==> src/serial_unit_consts.svh <==
/*
 Offsets, field positions, reset values and timing counts
 of the serial unit. Assumes inclusion by bare name.
*/
`ifndef SERIAL_UNIT_CONSTS_SVH
`define SERIAL_UNIT_CONSTS_SVH
// Register offsets
`define OFS_FORMAT 3'h0
`define OFS_CTRL 3'h2
`define OFS_TXH 3'h3
`define OFS_FLAG 3'h4
`define OFS_RXH 3'h5
// Format register fields
`define FMT_SYNC 7
`define FMT_SEVEN 6
`define FMT_PAR_EN 5
`define FMT_ODD 4
`define FMT_TWO_STOP 3
`define FMT_MP 2
// Control register fields
`define CTL_TX_EN 5
`define CTL_RX_EN 4
`define CTL_MPB_TX 0
// Flag register fields
`define FLG_TXE 7
`define FLG_RXF 6
`define FLG_ORER 5
`define FLG_FER 4
`define FLG_PER 3
`define FLG_TX_IDLE 2
`define FLG_MPB_RX 1
// Reset values
`define RST_FORMAT 8'h00
`define RST_TXH 8'hFF
`define RST_RXH 8'h00
// Timing
`define PRESCALE_BASE 16'h0004
`define OVS_LAST 4'hF
`define OVS_MID 4'h7
`define SYNC_LAST 4'h1
`endif

==> src/serial_unit_pkg.sv <==
/*
 Types of the serial unit: state codes and state records.
 Assumes the constants header for field layouts.
*/
package serial_unit_pkg;
  // Transmit engine states
  typedef enum logic [0:0] {
    TX_IDLE = 1'b0,
    TX_RUN = 1'b1
  } tx_state_type;
  // Receive engine states
  typedef enum logic [1:0] {
    RX_IDLE = 2'b00,
    RX_START = 2'b01,
    RX_DATA = 2'b10
  } rx_state_type;
  // Baud timer state
  typedef struct packed {
    logic [15:0] cnt;
    logic tick;
  } timer_type;
  // Serial unit state
  typedef struct packed {
    logic [7:0] fmt;
    logic [7:0] txh;
    logic [7:0] rxh;
    logic txe;
    logic rxf;
    logic orer;
    logic fer;
    logic per;
    logic mpb_rx;
    logic ten;
    logic ren;
    logic mpb_tx;
    logic [7:0] rdata;
    tx_state_type tx_st;
    logic [11:0] tx_sh;
    logic [3:0] tx_left;
    logic [3:0] tx_ph;
    logic txd;
    logic sck;
    logic rx_m1;
    logic rx_m2;
    rx_state_type rx_st;
    logic [7:0] rx_sh;
    logic [3:0] rx_idx;
    logic [3:0] rx_ph;
    logic rx_par;
  } core_type;
endpackage

==> src/serial_baud_timer.sv <==
/*
 Baud timer: one-cycle tick every prescale*BIT_DIV clocks.
 Assumes a single clock; clear is a same-clock level.
*/
`timescale 1ns/10ps
`include "serial_unit_consts.svh"
module serial_baud_timer #(
  parameter logic [7:0] BIT_DIV = 8'h01
) (
  input wire logic clk,
  input wire logic rst,
  input wire logic clear,
  input wire logic [1:0] sel,
  output logic tick
);
  // Tick spacing less one, from the prescale choice
  function automatic logic [15:0] limit(input logic [1:0] s);
    logic [15:0] p;
    p = `PRESCALE_BASE << {s, 1'b0};
    return 16'(p * {8'h00, BIT_DIV}) - 16'h0001;
  endfunction

  serial_unit_pkg::timer_type tm_ff;
  serial_unit_pkg::timer_type nxt_tm;

  // Next count and tick
  always_comb begin
    nxt_tm = tm_ff;
    nxt_tm.tick = 1'b0;
    if (clear) begin
      nxt_tm.cnt = 16'h0000;
    end else if (tm_ff.cnt >= limit(sel)) begin
      // Divide by 4, 16, 64 or 256
      nxt_tm.cnt = 16'h0000;
      nxt_tm.tick = 1'b1;
    end else begin
      nxt_tm.cnt = tm_ff.cnt + 16'h0001;
    end
  end

  // State register
  always_ff @(posedge clk or posedge rst) begin
    if (rst) begin
      tm_ff <= '0;
    end else begin
      tm_ff <= nxt_tm;
    end
  end

  assign tick = tm_ff.tick;
endmodule

==> src/serial_unit.sv <==
/*
 Serial unit data path and frame format: holding and shift
 registers, format register, async and clocked sync engines.
 Assumes a same-clock register port and a pin-level rxd.
*/
// Added by the designer: the register addresses and the strobed register port.
// Summary of operation
// - Receive bits enter shift register LSB first
// - Completed byte moves to holding register automatically
// - Shift registers are hidden from software
// - Receive holding reads only, clears on reset/standby
// - Empty shift register loads holding, sends LSB first
// - Next byte loads unless holding-empty flag set
// - Transmit holding read/write, resets to FF
// - Format register read/write, resets to 00
// - Format bit 7 picks async or sync
// - Bit 6 picks seven bits, async only
// - Seven-bit frames drop holding bit 7
// - Bit 5 enables parity, async only
// - Bit 4 picks even or odd parity
// - Bit 3 picks one or two stops
// - Receiver checks first stop only
// - Bit 2 multiprocessor format overrides parity
// - Bits 1:0 pick clock divide 4..256
// - Holding written during send gives no gap
// - Load into shift register sets holding-empty
// - Clearing holding-empty starts transmission
// - Move into receive holding sets full flag
`timescale 1ns/10ps
`include "serial_unit_consts.svh"
module serial_unit #(
  parameter logic [7:0] BIT_DIV = 8'h01
) (
  input wire logic clk,
  input wire logic rst,
  input wire logic standby,
  input wire logic [2:0] addr,
  input wire logic [7:0] wdata,
  input wire logic wr,
  input wire logic rd,
  output logic [7:0] rdata,
  input wire logic rxd,
  output logic txd,
  output logic sck_out,
  output logic tx_holding_empty_flag,
  output logic rx_holding_full_flag
);
  // Data bits of a character
  function automatic logic [3:0] data_len(input logic [7:0] f);
    return (!f[`FMT_SYNC] && f[`FMT_SEVEN]) ? 4'h7 : 4'h8;
  endfunction

  // Parity or multiprocessor bit present
  function automatic logic has_extra(input logic [7:0] f);
    return !f[`FMT_SYNC] && (f[`FMT_PAR_EN] || f[`FMT_MP]);
  endfunction

  // Parity check active, multiprocessor overrides
  function automatic logic par_on(input logic [7:0] f);
    return !f[`FMT_SYNC] && f[`FMT_PAR_EN] && !f[`FMT_MP];
  endfunction

  // Reset and standby values
  function automatic serial_unit_pkg::core_type rst_state();
    serial_unit_pkg::core_type s;
    s = '0;
    s.fmt = `RST_FORMAT;
    s.txh = `RST_TXH;
    s.rxh = `RST_RXH;
    s.txe = 1'b1;
    s.txd = 1'b1;
    s.sck = 1'b1;
    s.rx_m1 = 1'b1;
    s.rx_m2 = 1'b1;
    s.tx_st = serial_unit_pkg::TX_IDLE;
    s.rx_st = serial_unit_pkg::RX_IDLE;
    return s;
  endfunction

  localparam serial_unit_pkg::core_type CORE_RST = rst_state();

  serial_unit_pkg::core_type st_ff;
  serial_unit_pkg::core_type nxt_st;
  logic tick; // Baud enable pulse
  logic tx_load; // Shift register loaded from holding
  logic tx_fin; // Last bit of a frame ends
  logic rx_move; // Received byte offered to holding
  logic sck_rise; // Sync clock rising edge
  logic [3:0] len; // Data bits now selected
  logic [3:0] last_ph; // Ticks per bit less one
  logic [11:0] frame; // Frame built for the shift register
  logic [3:0] flen; // Frame length in bits
  logic pbit; // Parity or multiprocessor bit
  logic [7:0] dmask; // Holding data as sent

  // Baud tick source, prescale from format bits 1:0
  serial_baud_timer #(.BIT_DIV(BIT_DIV)) u_timer (
    .clk(clk),
    .rst(rst),
    .clear(standby),
    .sel(st_ff.fmt[1:0]),
    .tick(tick)
  );

  // Next-state logic of the whole unit
  always_comb begin
    nxt_st = st_ff;
    tx_load = 1'b0;
    rx_move = 1'b0;
    len = data_len(st_ff.fmt);
    last_ph = st_ff.fmt[`FMT_SYNC] ? `SYNC_LAST : `OVS_LAST;
    // Seven-bit frames drop bit 7
    dmask = (len == 4'h7) ? {1'b0, st_ff.txh[6:0]} : st_ff.txh;
    // Even or odd sense or multiprocessor bit
    pbit = st_ff.fmt[`FMT_MP] ? st_ff.mpb_tx : (^dmask) ^ st_ff.fmt[`FMT_ODD];
    frame = 12'hFFF;
    if (st_ff.fmt[`FMT_SYNC]) begin
      // Sync: eight bits, no start, stop or parity
      frame[7:0] = st_ff.txh;
      flen = 4'h8;
    end else begin
      // Async: start, data LSB first, extra bit, stops
      frame[0] = 1'b0;
      frame[8:1] = dmask;
      if (len == 4'h7) begin
        frame[8] = has_extra(st_ff.fmt) ? pbit : 1'b1;
      end else begin
        frame[9] = has_extra(st_ff.fmt) ? pbit : 1'b1;
      end
      // One or two stop bits
      flen = 4'(4'h2 + len + {3'h0, has_extra(st_ff.fmt)} + {3'h0, st_ff.fmt[`FMT_TWO_STOP]});
    end
    // Double-flop the receive pin
    nxt_st.rx_m1 = rxd;
    nxt_st.rx_m2 = st_ff.rx_m1;

    // Register port; shift registers have no address
    nxt_st.rdata = 8'h00;
    if (rd) begin
      unique case (addr)
        `OFS_FORMAT: nxt_st.rdata = st_ff.fmt;
        `OFS_TXH: nxt_st.rdata = st_ff.txh;
        `OFS_RXH: nxt_st.rdata = st_ff.rxh;
        `OFS_CTRL: begin
          nxt_st.rdata[`CTL_TX_EN] = st_ff.ten;
          nxt_st.rdata[`CTL_RX_EN] = st_ff.ren;
          nxt_st.rdata[`CTL_MPB_TX] = st_ff.mpb_tx;
        end
        `OFS_FLAG: begin
          nxt_st.rdata[`FLG_TXE] = st_ff.txe;
          nxt_st.rdata[`FLG_RXF] = st_ff.rxf;
          nxt_st.rdata[`FLG_ORER] = st_ff.orer;
          nxt_st.rdata[`FLG_FER] = st_ff.fer;
          nxt_st.rdata[`FLG_PER] = st_ff.per;
          nxt_st.rdata[`FLG_TX_IDLE] = (st_ff.tx_st == serial_unit_pkg::TX_IDLE);
          nxt_st.rdata[`FLG_MPB_RX] = st_ff.mpb_rx;
        end
        default: nxt_st.rdata = 8'h00;
      endcase
    end
    if (wr) begin
      unique case (addr)
        `OFS_FORMAT: nxt_st.fmt = wdata;
        `OFS_TXH: nxt_st.txh = wdata;
        `OFS_CTRL: begin
          nxt_st.ten = wdata[`CTL_TX_EN];
          nxt_st.ren = wdata[`CTL_RX_EN];
          nxt_st.mpb_tx = wdata[`CTL_MPB_TX];
        end
        `OFS_FLAG: begin
          // Flags clear by writing 0; writing 1 keeps them
          nxt_st.txe = st_ff.txe & wdata[`FLG_TXE];
          nxt_st.rxf = st_ff.rxf & wdata[`FLG_RXF];
          nxt_st.orer = st_ff.orer & wdata[`FLG_ORER];
          nxt_st.fer = st_ff.fer & wdata[`FLG_FER];
          nxt_st.per = st_ff.per & wdata[`FLG_PER];
        end
        default: begin
          // Receive holding and unmapped: writes ignored
        end
      endcase
    end

    // Transmit engine
    sck_rise = (st_ff.tx_st == serial_unit_pkg::TX_RUN) && tick && st_ff.fmt[`FMT_SYNC] && st_ff.tx_ph == 4'h0;
    tx_fin = (st_ff.tx_st == serial_unit_pkg::TX_RUN) && tick && st_ff.tx_ph == last_ph && st_ff.tx_left == 4'h1;
    if ((st_ff.tx_st == serial_unit_pkg::TX_RUN) && tick) begin
      if (st_ff.tx_ph == last_ph) begin
        // Bit ends: shift out the next one
        nxt_st.tx_ph = 4'h0;
        nxt_st.tx_sh = {1'b1, st_ff.tx_sh[11:1]};
        nxt_st.txd = st_ff.tx_sh[1];
        nxt_st.tx_left = st_ff.tx_left - 4'h1;
        nxt_st.sck = st_ff.fmt[`FMT_SYNC] ? 1'b0 : 1'b1;
        if (tx_fin) begin
          nxt_st.tx_st = serial_unit_pkg::TX_IDLE;
          nxt_st.txd = 1'b1;
          nxt_st.sck = 1'b1;
        end
      end else begin
        nxt_st.tx_ph = st_ff.tx_ph + 4'h1;
        if (sck_rise) begin
          nxt_st.sck = 1'b1;
        end
      end
    end
    // Load when idle or at frame end, only with flag at 0
    if (st_ff.ten && !st_ff.txe && ((st_ff.tx_st == serial_unit_pkg::TX_IDLE) || tx_fin)) begin
      tx_load = 1'b1; // Back to back, no idle bit
      nxt_st.tx_sh = frame;
      nxt_st.txd = frame[0];
      nxt_st.tx_left = flen;
      nxt_st.tx_ph = 4'h0;
      nxt_st.tx_st = serial_unit_pkg::TX_RUN;
      nxt_st.sck = !st_ff.fmt[`FMT_SYNC];
      nxt_st.txe = 1'b1; // Set wins over a clear
      nxt_st.rx_idx = 4'h0;
    end else if (st_ff.fmt[`FMT_SYNC] && st_ff.ren && !st_ff.ten && !st_ff.rxf
                 && st_ff.tx_st == serial_unit_pkg::TX_IDLE) begin
      // Receive-only sync: run the clock, line stays high
      nxt_st.tx_sh = 12'hFFF;
      nxt_st.tx_left = 4'h8;
      nxt_st.tx_ph = 4'h0;
      nxt_st.tx_st = serial_unit_pkg::TX_RUN;
      nxt_st.sck = 1'b0;
      nxt_st.rx_idx = 4'h0;
    end
    // Holding empty is held at 1 while transmitter is off
    if (!nxt_st.ten) begin
      nxt_st.txe = 1'b1;
    end

    // Receive engine
    if (st_ff.fmt[`FMT_SYNC]) begin
      nxt_st.rx_st = serial_unit_pkg::RX_IDLE;
      if (sck_rise && st_ff.ren) begin
        // Sample on rising clock, LSB first
        nxt_st.rx_sh[st_ff.rx_idx[2:0]] = st_ff.rx_m2;
        nxt_st.rx_idx = st_ff.rx_idx + 4'h1;
        if (st_ff.rx_idx == 4'h7) begin
          rx_move = 1'b1;
        end
      end
    end else begin
      unique case (st_ff.rx_st)
        serial_unit_pkg::RX_IDLE: begin
          // Falling line is a start bit
          if (st_ff.ren && !st_ff.rx_m2) begin
            nxt_st.rx_st = serial_unit_pkg::RX_START;
            nxt_st.rx_ph = 4'h0;
          end
        end
        serial_unit_pkg::RX_START: begin
          if (tick) begin
            nxt_st.rx_ph = st_ff.rx_ph + 4'h1;
            if (st_ff.rx_ph == `OVS_MID) begin
              // Still low at mid-bit: genuine start
              nxt_st.rx_st = st_ff.rx_m2 ? serial_unit_pkg::RX_IDLE : serial_unit_pkg::RX_DATA;
              nxt_st.rx_ph = 4'h0;
              nxt_st.rx_idx = 4'h0;
              nxt_st.rx_par = 1'b0;
              nxt_st.rx_sh = 8'h00; // Bit 7 stays 0 for seven bits
            end
          end
        end
        serial_unit_pkg::RX_DATA: begin
          if (tick) begin
            nxt_st.rx_ph = st_ff.rx_ph + 4'h1;
            if (st_ff.rx_ph == `OVS_LAST) begin
              nxt_st.rx_idx = st_ff.rx_idx + 4'h1;
              if (st_ff.rx_idx < len) begin
                // Data bit, LSB first
                nxt_st.rx_sh[st_ff.rx_idx[2:0]] = st_ff.rx_m2;
                nxt_st.rx_par = st_ff.rx_par ^ st_ff.rx_m2;
              end else if (st_ff.rx_idx == len && has_extra(st_ff.fmt)) begin
                nxt_st.rx_par = st_ff.rx_par ^ st_ff.rx_m2;
                if (st_ff.fmt[`FMT_MP]) begin
                  nxt_st.mpb_rx = st_ff.rx_m2;
                end
              end else begin
                // First stop only; second is never looked at
                nxt_st.rx_st = serial_unit_pkg::RX_IDLE;
                rx_move = 1'b1;
                if (!st_ff.rx_m2) begin
                  nxt_st.fer = 1'b1;
                end
                // Parity sense shared with transmit
                if (par_on(st_ff.fmt) && (st_ff.rx_par ^ st_ff.fmt[`FMT_ODD])) begin
                  nxt_st.per = 1'b1;
                end
              end
            end
          end
        end
        default: nxt_st.rx_st = serial_unit_pkg::RX_IDLE;
      endcase
    end
    // Hand the byte over unless the holding is still full
    if (rx_move) begin
      if (st_ff.rxf) begin
        nxt_st.orer = 1'b1;
      end else begin
        nxt_st.rxh = nxt_st.rx_sh;
        nxt_st.rxf = 1'b1; // Set wins over a clear
      end
    end
    // Standby returns everything to reset values
    if (standby) begin
      nxt_st = CORE_RST;
    end
  end

  // Single state register
  always_ff @(posedge clk or posedge rst) begin
    if (rst) begin
      st_ff <= CORE_RST;
    end else begin
      st_ff <= nxt_st;
    end
  end

  // Outputs straight from the state register
  assign rdata = st_ff.rdata;
  assign txd = st_ff.txd;
  assign sck_out = st_ff.sck;
  assign tx_holding_empty_flag = st_ff.txe;
  assign rx_holding_full_flag = st_ff.rxf;

  // Checks
  chk_txe_on_load: assert property (@(posedge clk) disable iff (rst)
    tx_load && !standby |=> st_ff.txe) else $error("holding empty not set on load");
  chk_load_needs_clear: assert property (@(posedge clk) disable iff (rst)
    tx_load |-> !st_ff.txe && st_ff.ten) else $error("load with empty flag set");
  chk_rxf_on_move: assert property (@(posedge clk) disable iff (rst)
    rx_move && !st_ff.rxf && !standby |=> st_ff.rxf && st_ff.rxh == $past(nxt_st.rx_sh))
    else $error("receive move lost");
  chk_rx_seven_bit: assert property (@(posedge clk) disable iff (rst)
    rx_move && len == 4'h7 && !st_ff.rxf |=> !st_ff.rxh[7]) else $error("bit 7 not zero");
  chk_standby_values: assert property (@(posedge clk) disable iff (rst)
    standby |=> st_ff.rxh == 8'h00 && st_ff.txh == 8'hFF && st_ff.fmt == 8'h00)
    else $error("standby values wrong");
  chk_async_start_bit: assert property (@(posedge clk) disable iff (rst)
    tx_load && !st_ff.fmt[7] && !standby |=> !txd && st_ff.tx_left >= 4'h9)
    else $error("async frame lacks start bit");
  chk_sync_eight_bits: assert property (@(posedge clk) disable iff (rst)
    tx_load && st_ff.fmt[7] && !standby |=> st_ff.tx_left == 4'h8 && !sck_out)
    else $error("sync frame not eight bits");
  chk_back_to_back: assert property (@(posedge clk) disable iff (rst)
    tx_fin && st_ff.ten && !st_ff.txe |-> tx_load) else $error("gap between frames");
  chk_clear_starts: assert property (@(posedge clk) disable iff (rst)
    wr && addr == `OFS_FLAG && !wdata[7] && st_ff.ten && st_ff.txe && st_ff.tx_st == serial_unit_pkg::TX_IDLE
    && !standby |=> tx_load) else $error("clear did not start send");
  cov_async_load: cover property (@(posedge clk) tx_load && !st_ff.fmt[7]);
  cov_sync_load: cover property (@(posedge clk) tx_load && st_ff.fmt[7]);
  cov_rx_move: cover property (@(posedge clk) rx_move && !st_ff.rxf);
  cov_overrun: cover property (@(posedge clk) rx_move && st_ff.rxf);
endmodule

==> config.mk <==
export PLATFORM = sky130hd
export DESIGN_NAME = serial_unit
export DESIGN_NICKNAME = d
export VERILOG_FILES = /design/src/serial_unit_pkg.sv /design/src/serial_baud_timer.sv /design/src/serial_unit.sv
export VERILOG_INCLUDE_DIRS = /design/src /design/src/src
export SDC_FILE = /design/constraint.sdc
export NUM_CORES = 1
export LEC_CHECK = 0
export ABC_AREA = 1
export BUFFER_PORTS_ARGS = -buffer_cell sky130_fd_sc_hd__buf_2
export CAP_MARGIN = 25
export CELL_PAD_IN_SITES_DETAIL_PLACEMENT = 0
export CELL_PAD_IN_SITES_GLOBAL_PLACEMENT = 1
export CORE_MARGIN = 2
export CORE_UTILIZATION = 45
export CTS_BUF_LIST = sky130_fd_sc_hd__clkbuf_4 sky130_fd_sc_hd__clkbuf_8
export DETAILED_ROUTE_END_ITERATION = 7
export PLACE_DENSITY_LB_ADDON = 0.12
export REMOVE_ABC_BUFFERS = 1
export SYNTH_ARGS = -nofsm -noshare
export SYNTH_HDL_FRONTEND = slang
export SYNTH_SLANG_ARGS = --single-unit
==> constraint.sdc <==
create_clock -name clk -period 5.2 [get_ports clk]
set_input_delay 0 -clock clk [delete_from_list [all_inputs] [get_ports clk]]
set_output_delay 0 -clock clk [all_outputs]
set_load 0.02 [all_outputs]
Yosys cells after proc, flatten, opt, wreduce, memory -nomap -nowiden
Index checks and enable logic that the tools add are counted.
{"block": "word_totals", "rom_bits": 0, "inputBits": 17, "mem_count": 0, "register_bits": 102, "latchBits": 0, "mem_bits_rw": 0, "elab_cells": 236, "out_inout_bits": 12}
{"block": "op_classes", "n_bitwise": 9, "n_lt_le_gt_ge": 4, "n_reduce_logical": 63, "shift": 1, "mux": 91, "n_div": 0, "n_addsub": 9, "eq_ne": 31, "mul": 0}
{"operator": "85-bit 2-to-1 mux", "n": 1}
{"operator": "8-bit 2-to-1 mux", "n": 8}
{"operator": "19-bit 2-to-1 mux", "n": 3}
{"operator": "16-bit 2-to-1 mux", "n": 3}
{"operator": "21-bit 2-to-1 mux", "n": 2}
{"operator": "1-bit 2-to-1 mux", "n": 34}
{"operator": "14-bit 2-to-1 mux", "n": 2}
{"operator": "4-bit 2-to-1 mux", "n": 7}
{"operator": "4-bit != test, second input constant", "n": 6}
{"operator": "12-bit case mux with 2 select lines", "n": 1}
{"operator": "23-bit 2-to-1 mux", "n": 1}
{"operator": "3-bit 2-to-1 mux", "n": 7}
{"operator": "7-bit AND reduction", "n": 3}
{"operator": "1-bit logical AND", "n": 20}
{"operator": "2-bit nonzero test", "n": 10}
{"operator": "17-bit 2-to-1 mux", "n": 1}
{"operator": "16-bit by 1-bit adder with 16-bit output, second input constant", "n": 1}
{"operator": "16-bit greater-or-equal comparator", "n": 1}
{"operator": "2-bit 2-to-1 mux", "n": 8}
{"operator": "2-bit AND reduction", "n": 8}
{"operator": "4-bit nonzero test", "n": 4}
{"operator": "3-bit by 3-bit << shifter with 16-bit output, first input constant", "n": 1}
{"operator": "16-bit by 1-bit subtractor with 16-bit output, second input constant", "n": 1}
{"operator": "5-bit 2-to-1 mux", "n": 3}
{"operator": "43 further kinds", "n": 72}

Depth between registers and ports, before layout
Gate-level depths: netlist (run 1).
{"block": "logic_depth", "depth_word": 14, "mapped_depth": 16}

By module
Synthesis (run 1) repeated with hierarchy kept, for this count alone.
{"block": "hier_totals", "cells_unflattened": 802, "hier_area_um2": 6060.8}
{"module": "serial_unit", "instances": 1, "seq_area_each_um2": 2118.3, "cells_each": 700, "area_each_um2": 5165.0}
{"module": "serial_baud_timer", "instances": 1, "seq_area_each_um2": 425.4, "cells_each": 102, "area_each_um2": 895.9}

Worst setup path after synthesis (run 1)
No wires, ideal clock.
{"block": "synth_timing", "kind": "reg2reg", "start": "register st_ff[77] (netlist bit)", "end": "register u_timer.tm_ff[10] (netlist bit)", "stages_incl_launch_ff": 11, "setup_slack_ns": 3.168, "arrival_time_ns": 1.900, "synth_period_minus_slack_ns": 2.032, "required_time_ns": 5.068, "cell_sequence": "dfrtp_1 nor2_1 inv_1 ha_1 ha_1 nand3_1 a21oi_1 o211ai_1 nand2_1 clkbuf_1 nor2_1"}
{"element": "start, declared", "line": "serial_unit.sv:82", "source": "serial_unit_pkg::core_type st_ff;"}
{"element": "start signal, assigned", "line": "serial_unit.sv:318", "source": "st_ff <= nxt_st;"}
{"element": "end signal, assigned", "line": "serial_baud_timer.sv:46", "source": "tm_ff <= nxt_tm;"}
{"element": "end, declared", "line": "serial_baud_timer.sv:23", "source": "serial_unit_pkg::timer_type tm_ff;"}

Worst setup path in the final report (run 1)
{"block": "layout_timing", "start": "register st_ff[84] (netlist bit)", "end": "register st_ff[27] (netlist bit)"}
{"block": "layout_between", "elab_chain_len": 9}
{"element": "1-bit logical NOT", "line": "serial_unit.sv:50, serial_unit.sv:55"}
{"element": "1-bit logical AND", "line": "serial_unit.sv:50", "source": "return (!f[`FMT_SYNC] && f[`FMT_SEVEN]) ? 4'h7 : 4'h8;"}
{"element": "4-bit 2-to-1 mux", "line": "serial_unit.sv:50"}
{"element": "2-bit by 4-bit adder with 4-bit output", "line": "serial_unit.sv:131", "source": "flen = 4'(4'h2 + len + {3'h0, has_extra(st_ff.fmt)} + {3'h0, st_ff.fmt[`FMT_TWO_STOP]});"}
{"element": "4-bit by 1-bit adder with 4-bit output (2 in a row)", "line": "serial_unit.sv:131"}
{"element": "4-bit 2-to-1 mux", "line": "serial_unit.sv:117", "source": "if (st_ff.fmt[`FMT_SYNC]) begin"}
{"element": "21-bit 2-to-1 mux", "line": "serial_unit.sv:208", "source": "if (st_ff.ten && !st_ff.txe && ((st_ff.tx_st == serial_unit_pkg::TX_IDLE) || tx_fin)) begin"}
{"element": "85-bit 2-to-1 mux", "line": "serial_unit.sv:308", "source": "if (standby) begin"}
Parallel ways exist; a longest one is shown, timed or not.
A chain may end at the register's enable or synchronous reset.

==> results of run 1 <==
## flip-flops by register name, indices dropped and copies added (netlist names)
name and flops:
rdata 8, u_timer.tick 1, txd 1, sck_out 1, tx_holding_empty_flag 1, rx_holding_full_flag 1, st_ff 72, u_timer.tm_ff 16
## area by class of cell
cell class / instances / area, sq um
clock buffers: 12 / 165
clock inverters: 4 / 30.0
fillers: 1383 / 6940
inverters: 108 / 415
multi-input cells: 605 / 3220
flip-flops and latches: 101 / 2540
well taps: 180 / 225
repair buffers: 43 / 285
## cells in the final DEF (no fill, tap or decap), types with 14 or more instances in the layout
cell type,synthesis,final
nand4_1,14,14
nor3_1,17,17
o22ai_1,24,24
nor2_1,86,86
inv_1,100,99
o21ai_1,16,16
o21ai_0,62,62
nand2_1,168,168
a21oi_1,43,43
ha_1,28,28
dfrtp_1,88,88
nand3_1,64,64
buf_2,3,28
## power by group
part	internal (mW)	total (mW)	switching (mW)
sequential	0.819	0.847	0.0271
combinational	0.0834	0.247	0.164
clock	0.215	0.505	0.290
total	1.12	1.60	0.481
## cell usage after synthesis, types with 2 or more instances
master	count
a21oi_4	3
nand2_4	3
nor3_1	17
a221oi_1	6
o21ai_0	62
inv_1	100
nand3_2	2
dfstp_2	13
nand4_1	14
ha_1	28
o21bai_1	2
o21ai_1	16
xnor2_1	3
nor2_1	86
nand2_2	13
o22ai_1	24
o31ai_1	3
nor2_2	5
nor4_1	3
clkbuf_1	5
nand3_1	64
xor2_1	8
nand4_2	2
conb_1	2
or2_2	3
buf_6	5
buf_4	12
a21oi_2	2
dfrtp_1	88
buf_1	4
buf_2	3
a211oi_1	6
nand2_1	168
a21oi_1	43
o211ai_1	2
inv_2	7
a31oi_1	3
## timing repair
action | CTS | global route
resized for setup | 0 | 0
hold buffers | 13 | 0
endpoints found under the hold margin | 71 | 0
## routing by layer
layer	part of all wire	vias to the layer above	GRT usage	routed length (microns)
met5	0	-	0	0
met4	0.017	0	0.0675	285
met3	0.049	23	0.0466	829
met2	0.48	162	0.397	8020
met1	0.46	2711	0.319	7640
li1	-	2837	-	-
## worst min-delay path, cell delays in order
cell	delay, ps
buf_2	110
nor3_1	100
nand2_1	170
o21ai_0	110
## stage by stage
step,util,power (mW)
after detailed placement,0.474,1.10
after global routing,0.498,1.69
final,0.498,1.60
after floorplan,-,1.02
after global placement,0.474,1.10
after CTS,0.498,1.62
## worst min-delay path by stage
stage,cells past startpoint,slack [ps],from,endpoint
floorplan,1,60,standby,st_ff[56]$_DFF_PP0_
global placement,2,90,rst,u_timer.tm_ff[11]$_DFF_PP0_
detailed placement,2,100,rst,u_timer.tm_ff[12]$_DFF_PP0_
CTS,4,90,addr[2],st_ff[54]$_DFF_PP0_
global route,4,170,addr[2],st_ff[54]$_DFF_PP0_
finish,4,130,addr[2],st_ff[52]$_DFFE_PP0P_
## cell families after synthesis
family                   Yosys count
other                              2
buffers and inverters            137
AO/OA/AOI/OAI                    179
AND/OR/NAND/NOR                  383
flip-flops                       101
XOR/XNOR                          11
adder cells (fa/ha/maj)           28
==> results_dict.tcl, run 1 <==
set metrics [dict create \
    cp_max_fo 31 \
    fin_crit_sh 0.566 \
    relSlewSlack 0.344 \
    stdcell_count 1053 \
    finalHoldViolCount 0 \
    htree_levels 3 \
    clk_pin_slew_ps 100 \
    max_stage_delay_ps 1000 \
    grt_pass1_vias 5615 \
    criticalPathCategory "flop to flop" \
    clk_latency_ps 390 \
    synth_xor_area_frac 0.0151 \
    dp_slack_ps 2300 \
    cts_made_buffers 9 \
    drt-total-wl_microns 16800 \
    yosysWarnings 0 \
    portBuffers 28 \
    cp-start-kind "flop" \
    min_path_type "input pin to flop" \
    pwr_density_cell_nw_per_um2 232 \
    drc 0 \
    cp.required_ps 5470 \
    antenna_left 0 \
    finalSetupTns_ps 0 \
    max_cap_viol_count 0 \
    cp_slowest_cell "dfrtp_1" \
    path_cells "nand2_1 -> inv_1 -> nor2_1 -> nand2_2 -> inv_2 -> nand3_2 -> nand2_2 -> nand2_2 -> nand3_2 -> nand2_2 -> inv_2 -> o21ai_1 -> o21ai_1" \
    first_pass_iters 5 \
    yosys_most_used_dff "dfrtp_1" \
    rrSetupSlack_ps 2260 \
    grt_max_degree 60 \
    area_growth_pct 8.18 \
    nets 913 \
    cts_buffer_depth 2 \
    dieWidth_microns 123 \
    cp.arrival_ps 3210 \
    async_flop_share 1.00 \
    synth_top_family_by_area "simple AND/OR/NAND/NOR gates" \
    end_kind "flop" \
    synth_compound_area_frac 0.167 \
    seq_area_frac_synth 0.400 \
    tightest_slew_ps 984 \
    grt_pass1_wl_microns 28100 \
    row_count 43 \
    pin_count 29 \
    final.setup.worst_slack_ps 2260 \
    fmax_ghz 0.340 \
    grt_use_total 0.240 \
    dpl.cell_count 1024 \
    start_util 0.460 \
    synthSimpleGateAreaFrac 0.267 \
    cp.depth 13 \
    coreArea_sq_um 13800 \
    post_cts.repair.setup_buffers 0 \
    num_antenna_cells 0 \
    synthCells 841 \
    critical_path.endpoint "st_ff[27]$_DFFE_PP0P_" \
    synth-edff-count 0 \
    min_period_ps 2940 \
    synth_cell_types 48 \
    startpoint "st_ff[84]$_DFFE_PP0P_" \
    r2r_cells 13 \
    fin_skew_ps 13.7 \
    grt_overflow 0 \
    status "finished clean" \
    drive_above_1_share 0.119 \
    stdcell_area_sq_um 6880 \
    synth.top_cell.area_share 0.346 \
    die-area_sq_um 15100 \
    reg2reg_from "st_ff[84]$_DFFE_PP0P_" \
    place_hpwl_microns 12400 \
    synth_mux_area_frac 0 \
    synth_area_leaders "dfrtp_1 (35%), nand2_1 (9.9%), inv_1 (5.9%)" \
    wire_per_inst_microns 15.9 \
    cts.sinks 101 \
    die_h_microns 123 \
    synth.cell_area_sq_um 6360 \
    hold_ws_ps 132 \
    path_delay_family "simple AND/OR/NAND/NOR gates" \
    place_congestion 0.859 \
    drv_slew 0 \
    ir_worst_vdd_uv 212 \
    synth_area_per_cell_sq_um 7.57 \
    clockRootBuffer "clkbuf_8" \
    synthAdderAreaFrac 0.0551 \
    antenna_found_initial 0 \
    vias_per_cell 5.44 \
    synth-seq-cells 101 \
    drt_iter0_markers 459 \
    setup_viol 0 \
    tritoncts "built" \
    vias 5733 \
    rsz0062_at_grt "no" \
    crit_buf_inv 3 \
    p_leak_nw 3.33 \
    yosysTopAreaCell "dfrtp_1" \
    r2r_end "st_ff[27]$_DFFE_PP0P_" \
    place_area_sq_um 6560 \
    cp_common_cell "nand2_2" \
]
No activity file was read; power rests on OpenSTA's default activity.
==> run 2: changes to the inputs <==
- clock period: 5.2 -> 2.92 ns (I/O delays scaled with it)
==> results_dict.tcl, run 2 (synthesis results as in run 1) <==
set metrics [dict create \
    status "finished clean" \
    cp-start-kind "flop" \
    largest_reg_flops 72 \
    grt_pass1_wl_microns 27700 \
    num_antenna_cells 0 \
    post_cts.repair.setup_buffers 0 \
    p_leak_nw 3.37 \
    tightest_slew_ps 803 \
    drt-total-wl_microns 16800 \
    nets 921 \
    relSlewSlack 0.464 \
    drv_slew 0 \
    cts.sinks 101 \
    fin_skew_ps 11.1 \
    setup_viol 0 \
    coreArea_sq_um 13800 \
    grt_overflow 0 \
    cp_max_fo 15 \
    pwr_density_cell_nw_per_um2 419 \
    drc 0 \
    antenna_found_initial 0 \
    drive_above_1_share 0.126 \
    rsz0062_at_grt "no" \
    final_cell_mix "nand2_1 (168), inv_1 (99), dfrtp_1 (88), nor2_1 (86), nand3_1 (64)" \
    min_path_type "input pin to flop" \
    grt_pass1_vias 5461 \
    stdcell_count 1061 \
    place_area_sq_um 6610 \
    min_period_ps 2390 \
    place_congestion 0.873 \
    regMostFlops "st_ff" \
    clk_pin_slew_ps 90 \
    dp_slack_ps 497 \
    vias_per_cell 5.49 \
    vias 5821 \
    htree_levels 3 \
    fmax_ghz 0.419 \
    max_cap_viol_count 0 \
    clk_latency_ps 390 \
    drt_iter0_markers 512 \
    cp.required_ps 3200 \
    finalSetupTns_ps 0 \
    start_util 0.460 \
    cts_made_buffers 9 \
    die-area_sq_um 15100 \
    tritoncts "built" \
    dpl.cell_count 1031 \
    stdcell_area_sq_um 6970 \
    grt_max_degree 63 \
    dieWidth_microns 123 \
    wire_per_inst_microns 15.8 \
    antenna_left 0 \
    grt_use_total 0.236 \
    pin_count 29 \
    area_growth_pct 9.46 \
    end_kind "flop" \
    row_count 43 \
    cp.arrival_ps 2670 \
    final.setup.worst_slack_ps 533 \
    die_h_microns 123 \
    portBuffers 28 \
    layout_commonest_cell "nand2_1" \
    clockRootBuffer "clkbuf_8" \
    ir_worst_vdd_uv 422 \
    cts_buffer_depth 2 \
    finalHoldViolCount 0 \
    criticalPathCategory "flop to flop" \
    first_pass_iters 8 \
    fin_crit_sh 0.817 \
    hold_ws_ps 18.6 \
    place_hpwl_microns 12500 \
]
==> run 2: cell types whose count changed in the layout (fill, tap and decap cells not counted) <==
cell	delta
clkbuf_4	+1
clkinv_2	-1
bufinv_16	+1
buf_4	+7
clkbuf_8	-1
dlygate4sd3_1	+1
==> run 2: final timing paths <==
path / start / cells past startpoint / endpoint / slack (ps)
setup / recovery: st_ff[78]$_DFFE_PP0P_ / 10 / u_timer.tm_ff[11]$_DFF_PP0_ / 530
hold / removal: standby / 3 / u_timer.tm_ff[1]$_DFF_PP0_ / 20
setup reg to reg: st_ff[78]$_DFFE_PP0P_ / 10 / u_timer.tm_ff[11]$_DFF_PP0_ / 530
hold reg to reg: u_timer.tm_ff[1]$_DFF_PP0_ / 1 / u_timer.tm_ff[1]$_DFF_PP0_ / 480
max in group asynchronous: rst / 4 / st_ff[20]$_DFF_PP1_ / 1780
min in group asynchronous: rst / 3 / u_timer.tm_ff[12]$_DFF_PP0_ / 300
==> run 2: layer usage <==
metal  track usage  share of wire  routed length [microns]  up-vias
met4        0.0682          0.016                      267        0
met2         0.386           0.46                     7740      158
met5             0              0                        0        -
li1              -              -                        -     2854
met3        0.0424          0.054                      904       25
met1         0.322           0.47                     7880     2784
==> run 2: power breakdown <==
| part | internal (mW) | total, mW | leakage, nW | switching [mW] |
|---|---|---|---|---|
| combinational | 0.152 | 0.448 | 1.92 | 0.295 |
| sequential | 1.46 | 1.51 | 1.35 | 0.0472 |
| clock | 0.458 | 0.966 | 0.107 | 0.508 |
| total | 2.07 | 2.92 | 3.37 | 0.851 |
==> run 2: stage by stage <==
step	total power [mW]	util
after floorplan	1.82	-
after CTS	2.95	0.504
after detailed placement	1.97	0.478
after global placement	1.95	0.478
after global routing	3.07	0.504
final	2.92	0.504
==> run 2: final cells by class <==
cell class	instances	area, sq um
fillers	1396	6860
multi-input cells	605	3220
flip-flops and latches	101	2540
inverters	108	415
repair buffers	51	348
well taps	180	225
clock buffers	12	159
clock inverters	4	55.1
==> run 2: worst max-delay path, stage by stage, from the launching register on <==
cell and delay, ps:
dfrtp_1 410, nor2_1 190, inv_1 60, ha_1 190, nand2_1 120, ha_1 250
a21oi_1 160, nand2_1 80, a21oi_1 170, nand2_1 350, a211oi_1 300
==> run 2: timing repair <==
action	4_1_cts	5_1_grt
resized for setup	0	0
setup endpoints to repair	0	0
endpoints found under the hold margin	81	0
hold buffers	14	0
